$ cat config.mk
export PLATFORM = sky130hd
export DESIGN_NAME = lsf_board_flat
export DESIGN_NICKNAME = d
export VERILOG_FILES = /design/src/hdl/lsf_pkg.sv /design/src/hdl/lsf_link_if.sv /design/src/hdl/lsf_board.sv /design/src/hdl/lsf_fifo.sv /design/src/flat_wrapper.sv
export SDC_FILE = /design/constraint.sdc
export NUM_CORES = 1
export LEC_CHECK = 0
export ABC_AREA = 1
export BUFFER_PORTS_ARGS = -buffer_cell sky130_fd_sc_hd__buf_2
export CAP_MARGIN = 30
export CORE_MARGIN = 2
export CORE_UTILIZATION = 50
export DETAILED_ROUTE_END_ITERATION = 10
export PLACE_DENSITY = 0.78
export SYNTH_ARGS = -nofsm -noshare
export SYNTH_HDL_FRONTEND = slang
export SYNTH_SLANG_ARGS = --single-unit
$ cat constraint.sdc
create_clock -name clk_i -period 3.12 [get_ports clk_i]
set_input_delay 0.624 -clock clk_i [delete_from_list [all_inputs] [get_ports clk_i]]
set_output_delay 0.624 -clock clk_i [all_outputs]
set_load 0.02 [all_outputs]
$ cat src/hdl/lsf_pkg.sv
// package for the link signal mailbox and board status block
// assumes one 20 MHz clock shared by both ends and the testbench
package lsf_pkg;
	// ****************************************
	// host port map
	// ****************************************
	localparam logic [3:0]  LSF_OFS_MAILBOX = 4'h8;  // base plus 08
	localparam logic [3:0]  LSF_OFS_STATUS  = 4'hA;  // base plus 0A
	localparam logic [15:0] LSF_LINK_MBOX_ADDR = 16'hC008;
	localparam int          LSF_FIFO_DEPTH  = 8;
	localparam int          LSF_DATA_W      = 16;
	// ****************************************
	// status bit positions
	// ****************************************
	localparam int LSF_ST_HOST_REQ   = 15;
	localparam int LSF_ST_ARB        = 14;
	localparam int LSF_ST_BLOCK      = 13;
	localparam int LSF_ST_OWNED      = 12;
	localparam int LSF_ST_PARITY     = 11;
	localparam int LSF_ST_DEADLOCK   = 10;
	localparam int LSF_ST_BUSFAULT   = 9;
	localparam int LSF_ST_TIMEOUT    = 8;
	localparam int LSF_ST_SUMMARY    = 7;
	localparam int LSF_ST_RIRQ_HI    = 6;
	localparam int LSF_ST_HOSTREQIRQ = 5;
	localparam int LSF_ST_RIRQ_LO    = 4;
	localparam int LSF_ST_MEXC       = 3;
	localparam int LSF_ST_TC         = 2;
	localparam int LSF_ST_OWNIRQ     = 1;
	localparam int LSF_ST_SIGNAL_READY_FLAG     = 0;
	localparam logic [3:0] LSF_FAULTS_CLEAR = 4'h0;
	// master-side host states
	typedef enum logic [2:0]
	{
		LSF_H_IDLE = 3'b001,
		LSF_H_READ = 3'b010,
		LSF_H_DONE = 3'b100
	} lsf_host_state_e;
endpackage

$ cat src/hdl/lsf_link_if.sv
// interface joining the board end and the host end
// assumes both ends run on the same clock and reset
interface lsf_link_if
	import lsf_pkg::*;
(
	input wire logic clk_i,
	input wire logic rst_b_i
);
	logic [3:0]  io_addr;     // host port offset
	logic        io_rd;       // one-cycle read strobe
	logic        io_word;     // 1 = 16-bit access, 0 = 8-bit
	logic [15:0] io_rdata;    // read data, valid cycle after strobe
	logic        io_rvalid;   // read answer pulse
	logic        host_irq;    // host interrupt request level
	modport board (input io_addr, io_rd, io_word, output io_rdata, io_rvalid, host_irq);
	modport host  (output io_addr, io_rd, io_word, input io_rdata, io_rvalid, host_irq);
endinterface

$ cat src/hdl/lsf_board.sv
// board end: signal mailbox and board status register
// assumes link-side inputs are synchronous to clk_i
module lsf_board
	import lsf_pkg::*;
(
	input  wire logic        clk_i,
	input  wire logic        rst_b_i,
	lsf_link_if.board        bus,
	input  wire logic        link_wr_i,
	input  wire logic [15:0] link_addr_i,
	input  wire logic [15:0] link_wdata_i,
	input  wire logic        signal_ready_irq_enable_i,
	input  wire logic        host_bus_request_i,
	input  wire logic        link_arbitrating_i,
	input  wire logic        link_block_i,
	input  wire logic        link_owned_i,
	input  wire logic        parity_fault_i,
	input  wire logic        deadlock_flag_i,
	input  wire logic        bus_fault_i,
	input  wire logic        host_access_timeout_i,
	input  wire logic        remote_irq_request_i,
	input  wire logic        host_request_irq_i,
	input  wire logic        master_exception_irq_i,
	input  wire logic        terminal_count_irq_i,
	input  wire logic        link_owned_irq_i,
	output logic             mbox_full_o
);
	// ****************************************
	// mailbox
	// ****************************************
	logic        push;
	logic        pop;
	logic        rd_mbox;
	logic        rd_stat;
	logic [15:0] head;
	logic        empty;
	logic        signal_ready_flag;
	assign push    = link_wr_i && (link_addr_i == LSF_LINK_MBOX_ADDR);
	assign rd_mbox = bus.io_rd && bus.io_word && (bus.io_addr == LSF_OFS_MAILBOX);
	assign rd_stat = bus.io_rd && (bus.io_addr == LSF_OFS_STATUS);
	assign pop     = rd_mbox;
	lsf_fifo #(
		.WIDTH (LSF_DATA_W),
		.DEPTH (LSF_FIFO_DEPTH)
	) u_fifo (
		.clk_i       (clk_i),
		.rst_b_i     (rst_b_i),
		.push_i      (push),
		.push_data_i (link_wdata_i),
		.pop_i       (pop),
		.head_o      (head),
		.empty_o     (empty),
		.full_o      (mbox_full_o)
	);
	// ready is just non-empty: a write sets it, the last pop clears it
	assign signal_ready_flag = !empty;
	assign bus.host_irq = signal_ready_flag && signal_ready_irq_enable_i;
	// ****************************************
	// sticky faults, cleared on status read
	// ****************************************
	logic [3:0] fault_reg;
	logic [3:0] fault_set;
	assign fault_set = {parity_fault_i, deadlock_flag_i, bus_fault_i, host_access_timeout_i};
	// a fault arriving in the read cycle survives the clear
	always_ff @(posedge clk_i or negedge rst_b_i)
	begin
		if (!rst_b_i)
			fault_reg <= LSF_FAULTS_CLEAR;
		else if (rd_stat)
			fault_reg <= fault_set;
		else
			fault_reg <= fault_reg | fault_set;
	end
	// ****************************************
	// status word assembly
	// ****************************************
	logic [15:0] status;
	always_comb
	begin
		status = '0;
		status[LSF_ST_HOST_REQ]   = host_bus_request_i;
		status[LSF_ST_ARB]        = link_arbitrating_i;
		status[LSF_ST_BLOCK]      = link_block_i && link_owned_i;
		status[LSF_ST_OWNED]      = link_owned_i;
		status[LSF_ST_PARITY]     = fault_reg[3];
		status[LSF_ST_DEADLOCK]   = fault_reg[2];
		status[LSF_ST_BUSFAULT]   = fault_reg[1];
		status[LSF_ST_TIMEOUT]    = fault_reg[0];
		status[LSF_ST_RIRQ_HI]    = remote_irq_request_i;
		status[LSF_ST_HOSTREQIRQ] = host_request_irq_i;
		status[LSF_ST_RIRQ_LO]    = remote_irq_request_i;
		status[LSF_ST_MEXC]       = master_exception_irq_i;
		status[LSF_ST_TC]         = terminal_count_irq_i;
		status[LSF_ST_OWNIRQ]     = link_owned_irq_i;
		status[LSF_ST_SIGNAL_READY_FLAG]     = signal_ready_flag;
		status[LSF_ST_SUMMARY]    = |status[LSF_ST_RIRQ_HI:LSF_ST_SIGNAL_READY_FLAG];
	end
	// ****************************************
	// registered read answer
	// ****************************************
	always_ff @(posedge clk_i or negedge rst_b_i)
	begin
		if (!rst_b_i)
		begin
			bus.io_rdata  <= '0;
			bus.io_rvalid <= 1'b0;
		end
		else
		begin
			bus.io_rvalid <= bus.io_rd;
			if (rd_mbox)
				bus.io_rdata <= {head[7:0], head[15:8]};
			else if (rd_stat)
				bus.io_rdata <= status;
			else if (bus.io_rd)
				bus.io_rdata <= '0;                       // unmapped or 8-bit mailbox
		end
	end
endmodule

$ cat src/hdl/lsf_fifo.sv
// signal mailbox store: eight words of sixteen bits
// assumes push and pop come from the same clock domain
module lsf_fifo
	import lsf_pkg::*;
#(
	parameter int WIDTH = LSF_DATA_W,
	parameter int DEPTH = LSF_FIFO_DEPTH
)
(
	input  wire logic             clk_i,
	input  wire logic             rst_b_i,
	input  wire logic             push_i,
	input  wire logic [WIDTH-1:0] push_data_i,
	input  wire logic             pop_i,
	output logic      [WIDTH-1:0] head_o,
	output logic                  empty_o,
	output logic                  full_o
);
	localparam int AW = $clog2(DEPTH);
	// elaboration check: pointer wrap only works for a power-of-two depth
	if (DEPTH < 2 || (1 << AW) != DEPTH)
	begin : g_depth_check
		$error("lsf_fifo depth must be a power of two");
	end
	logic [WIDTH-1:0] mem [DEPTH];
	logic [AW-1:0]    wr_ptr_reg;
	logic [AW-1:0]    rd_ptr_reg;
	logic [AW:0]      count_reg;
	logic             do_push;
	logic             do_pop;
	// a push into a full store is dropped; empty pop leaves state alone
	assign do_push = push_i && !full_o;
	assign do_pop  = pop_i && !empty_o;
	assign empty_o = (count_reg == '0);
	assign full_o  = (count_reg == (AW+1)'(DEPTH));
	assign head_o  = mem[rd_ptr_reg];
	// storage array
	always_ff @(posedge clk_i)
	begin
		if (do_push)
			mem[wr_ptr_reg] <= push_data_i;
	end
	// pointers and occupancy
	always_ff @(posedge clk_i or negedge rst_b_i)
	begin
		if (!rst_b_i)
		begin
			wr_ptr_reg <= '0;
			rd_ptr_reg <= '0;
			count_reg  <= '0;
		end
		else
		begin
			if (do_push)
				wr_ptr_reg <= wr_ptr_reg + 1'b1;
			if (do_pop)
				rd_ptr_reg <= rd_ptr_reg + 1'b1;
			count_reg <= count_reg + (AW+1)'(do_push) - (AW+1)'(do_pop);
		end
	end
endmodule

$ cat src/flat_wrapper.sv
// flat-port wrapper written by rule: the top's interface ports become plain ports
module lsf_board_flat import lsf_pkg::*;
  (clk_i, rst_b_i, link_wr_i, link_addr_i, link_wdata_i, signal_ready_irq_enable_i, host_bus_request_i, link_arbitrating_i, link_block_i, link_owned_i, parity_fault_i, deadlock_flag_i, bus_fault_i, host_access_timeout_i, remote_irq_request_i, host_request_irq_i, master_exception_irq_i, terminal_count_irq_i, link_owned_irq_i, mbox_full_o, bus_io_addr, bus_io_rd, bus_io_word, bus_io_rdata, bus_io_rvalid, bus_host_irq);
  lsf_link_if bus_i (.clk_i(clk_i), .rst_b_i(rst_b_i));
  input  wire logic clk_i;
  input  wire logic rst_b_i;
  input  wire logic link_wr_i;
  input  wire logic [15:0] link_addr_i;
  input  wire logic [15:0] link_wdata_i;
  input  wire logic signal_ready_irq_enable_i;
  input  wire logic host_bus_request_i;
  input  wire logic link_arbitrating_i;
  input  wire logic link_block_i;
  input  wire logic link_owned_i;
  input  wire logic parity_fault_i;
  input  wire logic deadlock_flag_i;
  input  wire logic bus_fault_i;
  input  wire logic host_access_timeout_i;
  input  wire logic remote_irq_request_i;
  input  wire logic host_request_irq_i;
  input  wire logic master_exception_irq_i;
  input  wire logic terminal_count_irq_i;
  input  wire logic link_owned_irq_i;
  output logic mbox_full_o;
  input wire logic [$bits(bus_i.io_addr)-1:0] bus_io_addr;
  input wire logic [$bits(bus_i.io_rd)-1:0] bus_io_rd;
  input wire logic [$bits(bus_i.io_word)-1:0] bus_io_word;
  output wire logic [$bits(bus_i.io_rdata)-1:0] bus_io_rdata;
  output wire logic [$bits(bus_i.io_rvalid)-1:0] bus_io_rvalid;
  output wire logic [$bits(bus_i.host_irq)-1:0] bus_host_irq;
  assign bus_i.io_addr = bus_io_addr;
  assign bus_i.io_rd = bus_io_rd;
  assign bus_i.io_word = bus_io_word;
  assign bus_io_rdata = bus_i.io_rdata;
  assign bus_io_rvalid = bus_i.io_rvalid;
  assign bus_host_irq = bus_i.host_irq;
  lsf_board u_core (.clk_i(clk_i), .rst_b_i(rst_b_i), .bus(bus_i), .link_wr_i(link_wr_i), .link_addr_i(link_addr_i), .link_wdata_i(link_wdata_i), .signal_ready_irq_enable_i(signal_ready_irq_enable_i), .host_bus_request_i(host_bus_request_i), .link_arbitrating_i(link_arbitrating_i), .link_block_i(link_block_i), .link_owned_i(link_owned_i), .parity_fault_i(parity_fault_i), .deadlock_flag_i(deadlock_flag_i), .bus_fault_i(bus_fault_i), .host_access_timeout_i(host_access_timeout_i), .remote_irq_request_i(remote_irq_request_i), .host_request_irq_i(host_request_irq_i), .master_exception_irq_i(master_exception_irq_i), .terminal_count_irq_i(terminal_count_irq_i), .link_owned_irq_i(link_owned_irq_i), .mbox_full_o(mbox_full_o));
endmodule
=== After elaboration in Yosys (flattened, before gate mapping) ===
Memories as Yosys holds them, arrays and structs flattened.
Index checks and enable logic that the tools add are counted.

* RAM bits: 128
* Output and inout port bits: 19
* Memories kept: 1
* Bits in registers: 31

{| class="wikitable"
|+ Memory list
! name !! depth !! width !! read ports !! clocked after memory_dff !! write ports !! line !! text
|-
| u_core.u_fifo.mem || 8 || 16 || 1 || 0 || 1 || lsf_fifo.sv:25 || <nowiki>logic [WIDTH-1:0] mem [DEPTH];</nowiki>
|}

* Bitwise operators: 1
* Equality and inequality tests: 4
* Multiplexer cells: 6
* $add $sub $neg: 4
* Reduce and logical (&&, ||, !) cells: 13

{| class="wikitable"
|+ Operator list
! cell !! count
|-
| 16-bit two-way mux || 3
|-
| 16-bit equality test, second input constant || 1
|-
| 4-bit equality test, second input constant || 3
|-
| 1-bit logical AND || 8
|-
| 3-bit by 1-bit adder with 3-bit output, second input constant || 2
|-
| 6-bit OR reduction || 1
|-
| 4-bit by 1-bit adder with 4-bit output || 1
|-
| 4-bit logical NOT || 1
|-
| 4-bit two-way mux || 1
|-
| 4-bit OR || 1
|-
| 4-bit by 1-bit subtractor with 4-bit output || 1
|-
| 3-bit nonzero test || 1
|-
| 1-bit logical NOT || 2
|-
| 1-bit two-way mux || 2
|}

=== Depth between registers and ports, before layout ===
* Word-level depth: 5
* Depth in mapped cells: 11

=== Modules after synthesis ===
Synthesis repeated with hierarchy kept, for this count alone.

* Cell total of the unflattened synthesis: 757
* Area, all modules: 7312.0 sq um

{| class="wikitable"
|+ By module, submodules not included
! module !! instances !! area each (sq um) !! sequential area each (sq um) !! cells each
|-
| lsf_fifo || 1 || 6241.0 || 4093.9 || 624
|-
| lsf_board || 1 || 1071.0 || 525.5 || 133
|}

=== Worst setup path after synthesis ===
Ideal clock, no wire load.

* Path type: in2reg
* Start point: input port link_addr_i[14]
* End point: memory u_core.u_fifo.mem[7][0] in the netlist's numbering (enable)
* Buffers on the path: 0
* Arrival time: 2.260 ns
* Required time: 2.711 ns
* Library setup time: 0.409 ns
* Setup slack: 0.450 ns
* Stages on the path: 6
* Path through: nand2_1 nor2_1 inv_1 nor2_1 nand3_2 nor3_1

* Longest elaborated chain between the ends: 5

{| class="wikitable"
|+ RTL lines
! element !! line !! text
|-
| start, declared || flat_wrapper.sv:8 || <nowiki>input wire logic [15:0] link_addr_i;</nowiki>
|-
| 16-bit equality test || lsf_board.sv:38 || <nowiki>assign push = link_wr_i && (link_addr_i == LSF_LINK_MBOX_ADDR);</nowiki>
|-
| 1-bit logical AND || lsf_board.sv:38 ||
|-
| 1-bit logical AND || lsf_fifo.sv:32 || <nowiki>assign do_push = push_i && !full_o;</nowiki>
|-
| 1-bit two-way mux || lsf_fifo.sv:40 || <nowiki>if (do_push)</nowiki>
|-
| 1-bit two-way mux (implied by the code) || lsf_fifo.sv:41 || <nowiki>mem[wr_ptr_reg] <= push_data_i;</nowiki>
|-
| end, declared || lsf_fifo.sv:25 ||
|}

Every way passes these cells.

=== Final worst setup path ===
* Start point: register u_core.u_fifo.count_reg[2]
* End point: register u_core.u_fifo.count_reg[2]

* Longest elaborated chain between the ends: 5
* Elaborated cells between the ends (all ways): 8
* Classes of those cells: add/sub (2); eq/ne (1); reduce/logical (5)

{| class="wikitable"
|+ RTL lines
! element !! line !! text
|-
| start, declared || lsf_fifo.sv:28 || <nowiki>logic [AW:0] count_reg;</nowiki>
|-
| start signal, assigned || lsf_fifo.sv:58 || <nowiki>count_reg <= count_reg + (AW+1)'(do_push) - (AW+1)'(do_pop);</nowiki>
|-
| 4-bit equality test || lsf_fifo.sv:35 || <nowiki>assign full_o = (count_reg == (AW+1)'(DEPTH));</nowiki>
|-
| 1-bit logical NOT || lsf_fifo.sv:32 ||
|-
| 1-bit logical AND || lsf_fifo.sv:32 ||
|-
| 4-bit by 1-bit adder with 4-bit output || lsf_fifo.sv:58 ||
|-
| 4-bit by 1-bit subtractor with 4-bit output (*) || lsf_fifo.sv:58 ||
|}

Every way passes the cells marked *; elsewhere a longest branch is shown, timed or not.
A chain may end at the register's enable or synchronous reset.

==> impl_metrics.tcl <==
set metrics [dict create \
    layout_worst_path_cycle_share_pct 77.40 \
    worst_ep_required_time_ps 3430 \
    drc_errors 0 \
    finalSetupViolCount 0 \
    cpPeakStageDelay_ps 400 \
    grt_pass1_vias 4801 \
    worst_clock_skew_ps 14.81 \
    synth.ff_latch_count 159 \
    drt_iter0_markers 380 \
    wl_per_cell_um 15.44 \
    ir_drop_v 0.0005108 \
    multiInputGateArea_um2 1823 \
    synth_cells 692 \
    core_area_um2 13830 \
    routed_wl_mm 14.88 \
    clk_latency_ps 430 \
    path_delay_family "adder cells" \
    maxCapViolCount 0 \
    slowest_stage "fa_1" \
    hpwl_mm 8.901 \
    dpl_cell_area_um2 7601 \
    p_leak_nw 3.777 \
    ant_nets 0 \
    power_density_nw_per_um2 730.0 \
    io_pins 74 \
    ys_types 32 \
    start_util_pct 50.85 \
    netlist.area_leader.share_pct 54.67 \
    nFillCells 1080 \
    die_w_um 122.6 \
    cts_hold_buf 0 \
    path_buf_inv 3 \
    antenna_found_initial 0 \
    drive_gt1_share_pct 17.35 \
    cp.arrival_ps 2720 \
    yosysWarnings 0 \
    die_height_um 122.6 \
    row_count 43 \
    maxSlewViolCount 0 \
    grt_overflow_total 0 \
    clockRootBuffer "clkbuf_16" \
    clk_pin_slew_ps 60 \
    fmax_mhz 414.1 \
    path_max_fanout 8 \
    cp-start-kind "flop" \
    synth_top_area_cell "edfxtp_1" \
    post_cts_buffers 0 \
    viasPerCell 5.036 \
    pre_cts_ws_ps 511.0 \
    fin_setup_tns_ps 0 \
    regMostFlops "u_core.u_fifo.mem" \
    final-seq-area_um2 4621 \
    worst_slack_ps 705.1 \
    io_buffers 73 \
    endpoint_kind "flop" \
    rsz0062_at_grt "no" \
    synth-async-reset-ratio_pct 19.50 \
    ys_top_cells_by_area "edfxtp_1, nand2_1, dfrtp_1, nand3_1, inv_1" \
    final_cell_area_um2 8225 \
    syn_area_per_cell_um2 10.16 \
    slew_headroom_pct 43.63 \
    grt_max_degree 66 \
    cts-buffers-inserted 17 \
    period_needed_ps 2415 \
    place_congestion 0.7697 \
    first_pass_iters 6 \
    cts.sinks 159 \
    ys_seq_area_share_pct 65.71 \
    area_delta_synth_final_pct 17.00 \
    reg_top3 "u_core.u_fifo.mem (128), u_core.bus.io_rdata (16)" \
    synth_edf_count 128 \
    cts_max_level 4 \
    cts_resized 0 \
    track_usage_pct 21.50 \
    die_area_um2 15030 \
    crit_chain "inv_1 > ha_1 > nor3b_2 > nor2_1 > nand3_2 > ha_1 > inv_1 > ha_1 > inv_1 > fa_1 > xnor2_1" \
    fin_nets 836 \
    synth_flop_cell "edfxtp_1" \
    hold_viol 0 \
    largest_register_ffs 128 \
    grt_pass1_wl_mm 23.73 \
    vias 4855 \
    cts_tree "yes" \
    clockBufferDepth 2 \
    syn_nets 756 \
    path_class "flop to flop" \
    syn_area_um2 7030 \
    status "finished, final reports clean" \
    max_slew.worst_pin.slew_ps 844.6 \
    synth_commonest_cells "nand2_1, edfxtp_1, inv_1" \
    antennaDiodeCount 0 \
    worstHoldPathType "input port to asynchronous set/reset pin" \
    synth_most_common_cell "nand2_1" \
]
worst paths after layout:
kind / from / to / slack, ps / cells past startpoint
worst max-delay path: u_core.u_fifo.count_reg[2]$_DFF_PN0_ / u_core.u_fifo.count_reg[2]$_DFF_PN0_ / 710 / 11
worst min register to register: u_core.bus.io_rdata[13]$_DFFE_PN0P_ / u_core.bus.io_rdata[13]$_DFFE_PN0P_ / 490 / 2
worst min-delay path: rst_b_i / u_core.fault_reg[3]$_DFF_PN0_ / 230 / 1
worst max register to register: u_core.u_fifo.count_reg[2]$_DFF_PN0_ / u_core.u_fifo.count_reg[2]$_DFF_PN0_ / 710 / 11
min in group clk_i: bus_io_rd / u_core.bus.io_rvalid$_DFF_PN0_ / 350 / 1
max in group asynchronous: rst_b_i / u_core.u_fifo.rd_ptr_reg[0]$_DFFE_PN0P_ / 2400 / 1
worst reg2reg max path, delay by kind of cell, from the launching register on:
family,cells,cell delay [ps]
buffers and inverters,3,190
xor gates and xnor gates,1,140
adders and majority gates,4,1110
DFF,1,330
and+or+nand+nor,3,520
layer usage:
layer | GRT usage (%) | part of all wire [%] | vias up
li1 | - | - | 2382
met1 | 25.95 | 41 | 2251
met2 | 36.32 | 50 | 188
met3 | 6.180 | 7.2 | 34
met4 | 8.764 | 2.2 | 0
met5 | 0 | 0 | -
through the flow:
| stage | instances | hold WS, ps | total power [mW] | utilization [%] |
|---|---|---|---|---|
| 4_1_cts | 964 | 244.2 | 6.045 | 59.49 |
| 3_5_place_dp | 933 | 479.2 | 3.852 | 54.97 |
| 2_1_floorplan | 692 | 328.4 | 3.513 | - |
| 5_1_grt | 964 | 278.6 | 6.338 | 59.49 |
| 6_report | 964 | 229.8 | 6.004 | 59.49 |
| 3_3_place_gp | 933 | 471.7 | 3.813 | 54.97 |
power breakdown:
group / internal [mW] / leakage [nW] / total [mW] / switching (mW)
sequential: 2.35 / 1.54 / 2.40 / 0.0429
combinational: 0.464 / 1.94 / 1.43 / 0.962
clock: 1.40 / 0.297 / 2.18 / 0.778
cell type report:
| cell class | instances | area share (%) |
|---|---|---|
| flip-flops and latches | 159 | 56.18 |
| repair buffers | 88 | 5.811 |
| multi-input cells | 385 | 22.16 |
| inverters | 121 | 5.522 |
| clock inverters | 13 | 2.373 |
| well taps | 180 | 2.738 |
| clock buffers | 18 | 5.218 |
cells by family after synthesis:
| kind of cell | count (synthesis) | synth area share (%) |
|---|---|---|
| flops | 159 | 65.71 |
| compound gates | 9 | 0.8186 |
| xor+xnor | 3 | 0.3738 |
| simple gates | 364 | 22.74 |
| buf+inv | 148 | 8.649 |
| fa+ha+maj | 9 | 1.709 |
cell usage in the layout (no fill, tap or decap), types with 4 or more instances in the layout:
cell and n:
buf_4 15, clkinv_1 4, edfxtp_1 128, nor2_1 23, bufinv_16 5, clkbuf_16 17, ha_1 8, dfrtp_1 30
nor3_2 4, buf_2 73, nand3_2 7, nand2_1 209, o21bai_1 4, inv_1 116, nand3_1 113
No activity file was read; power rests on OpenSTA's default activity.
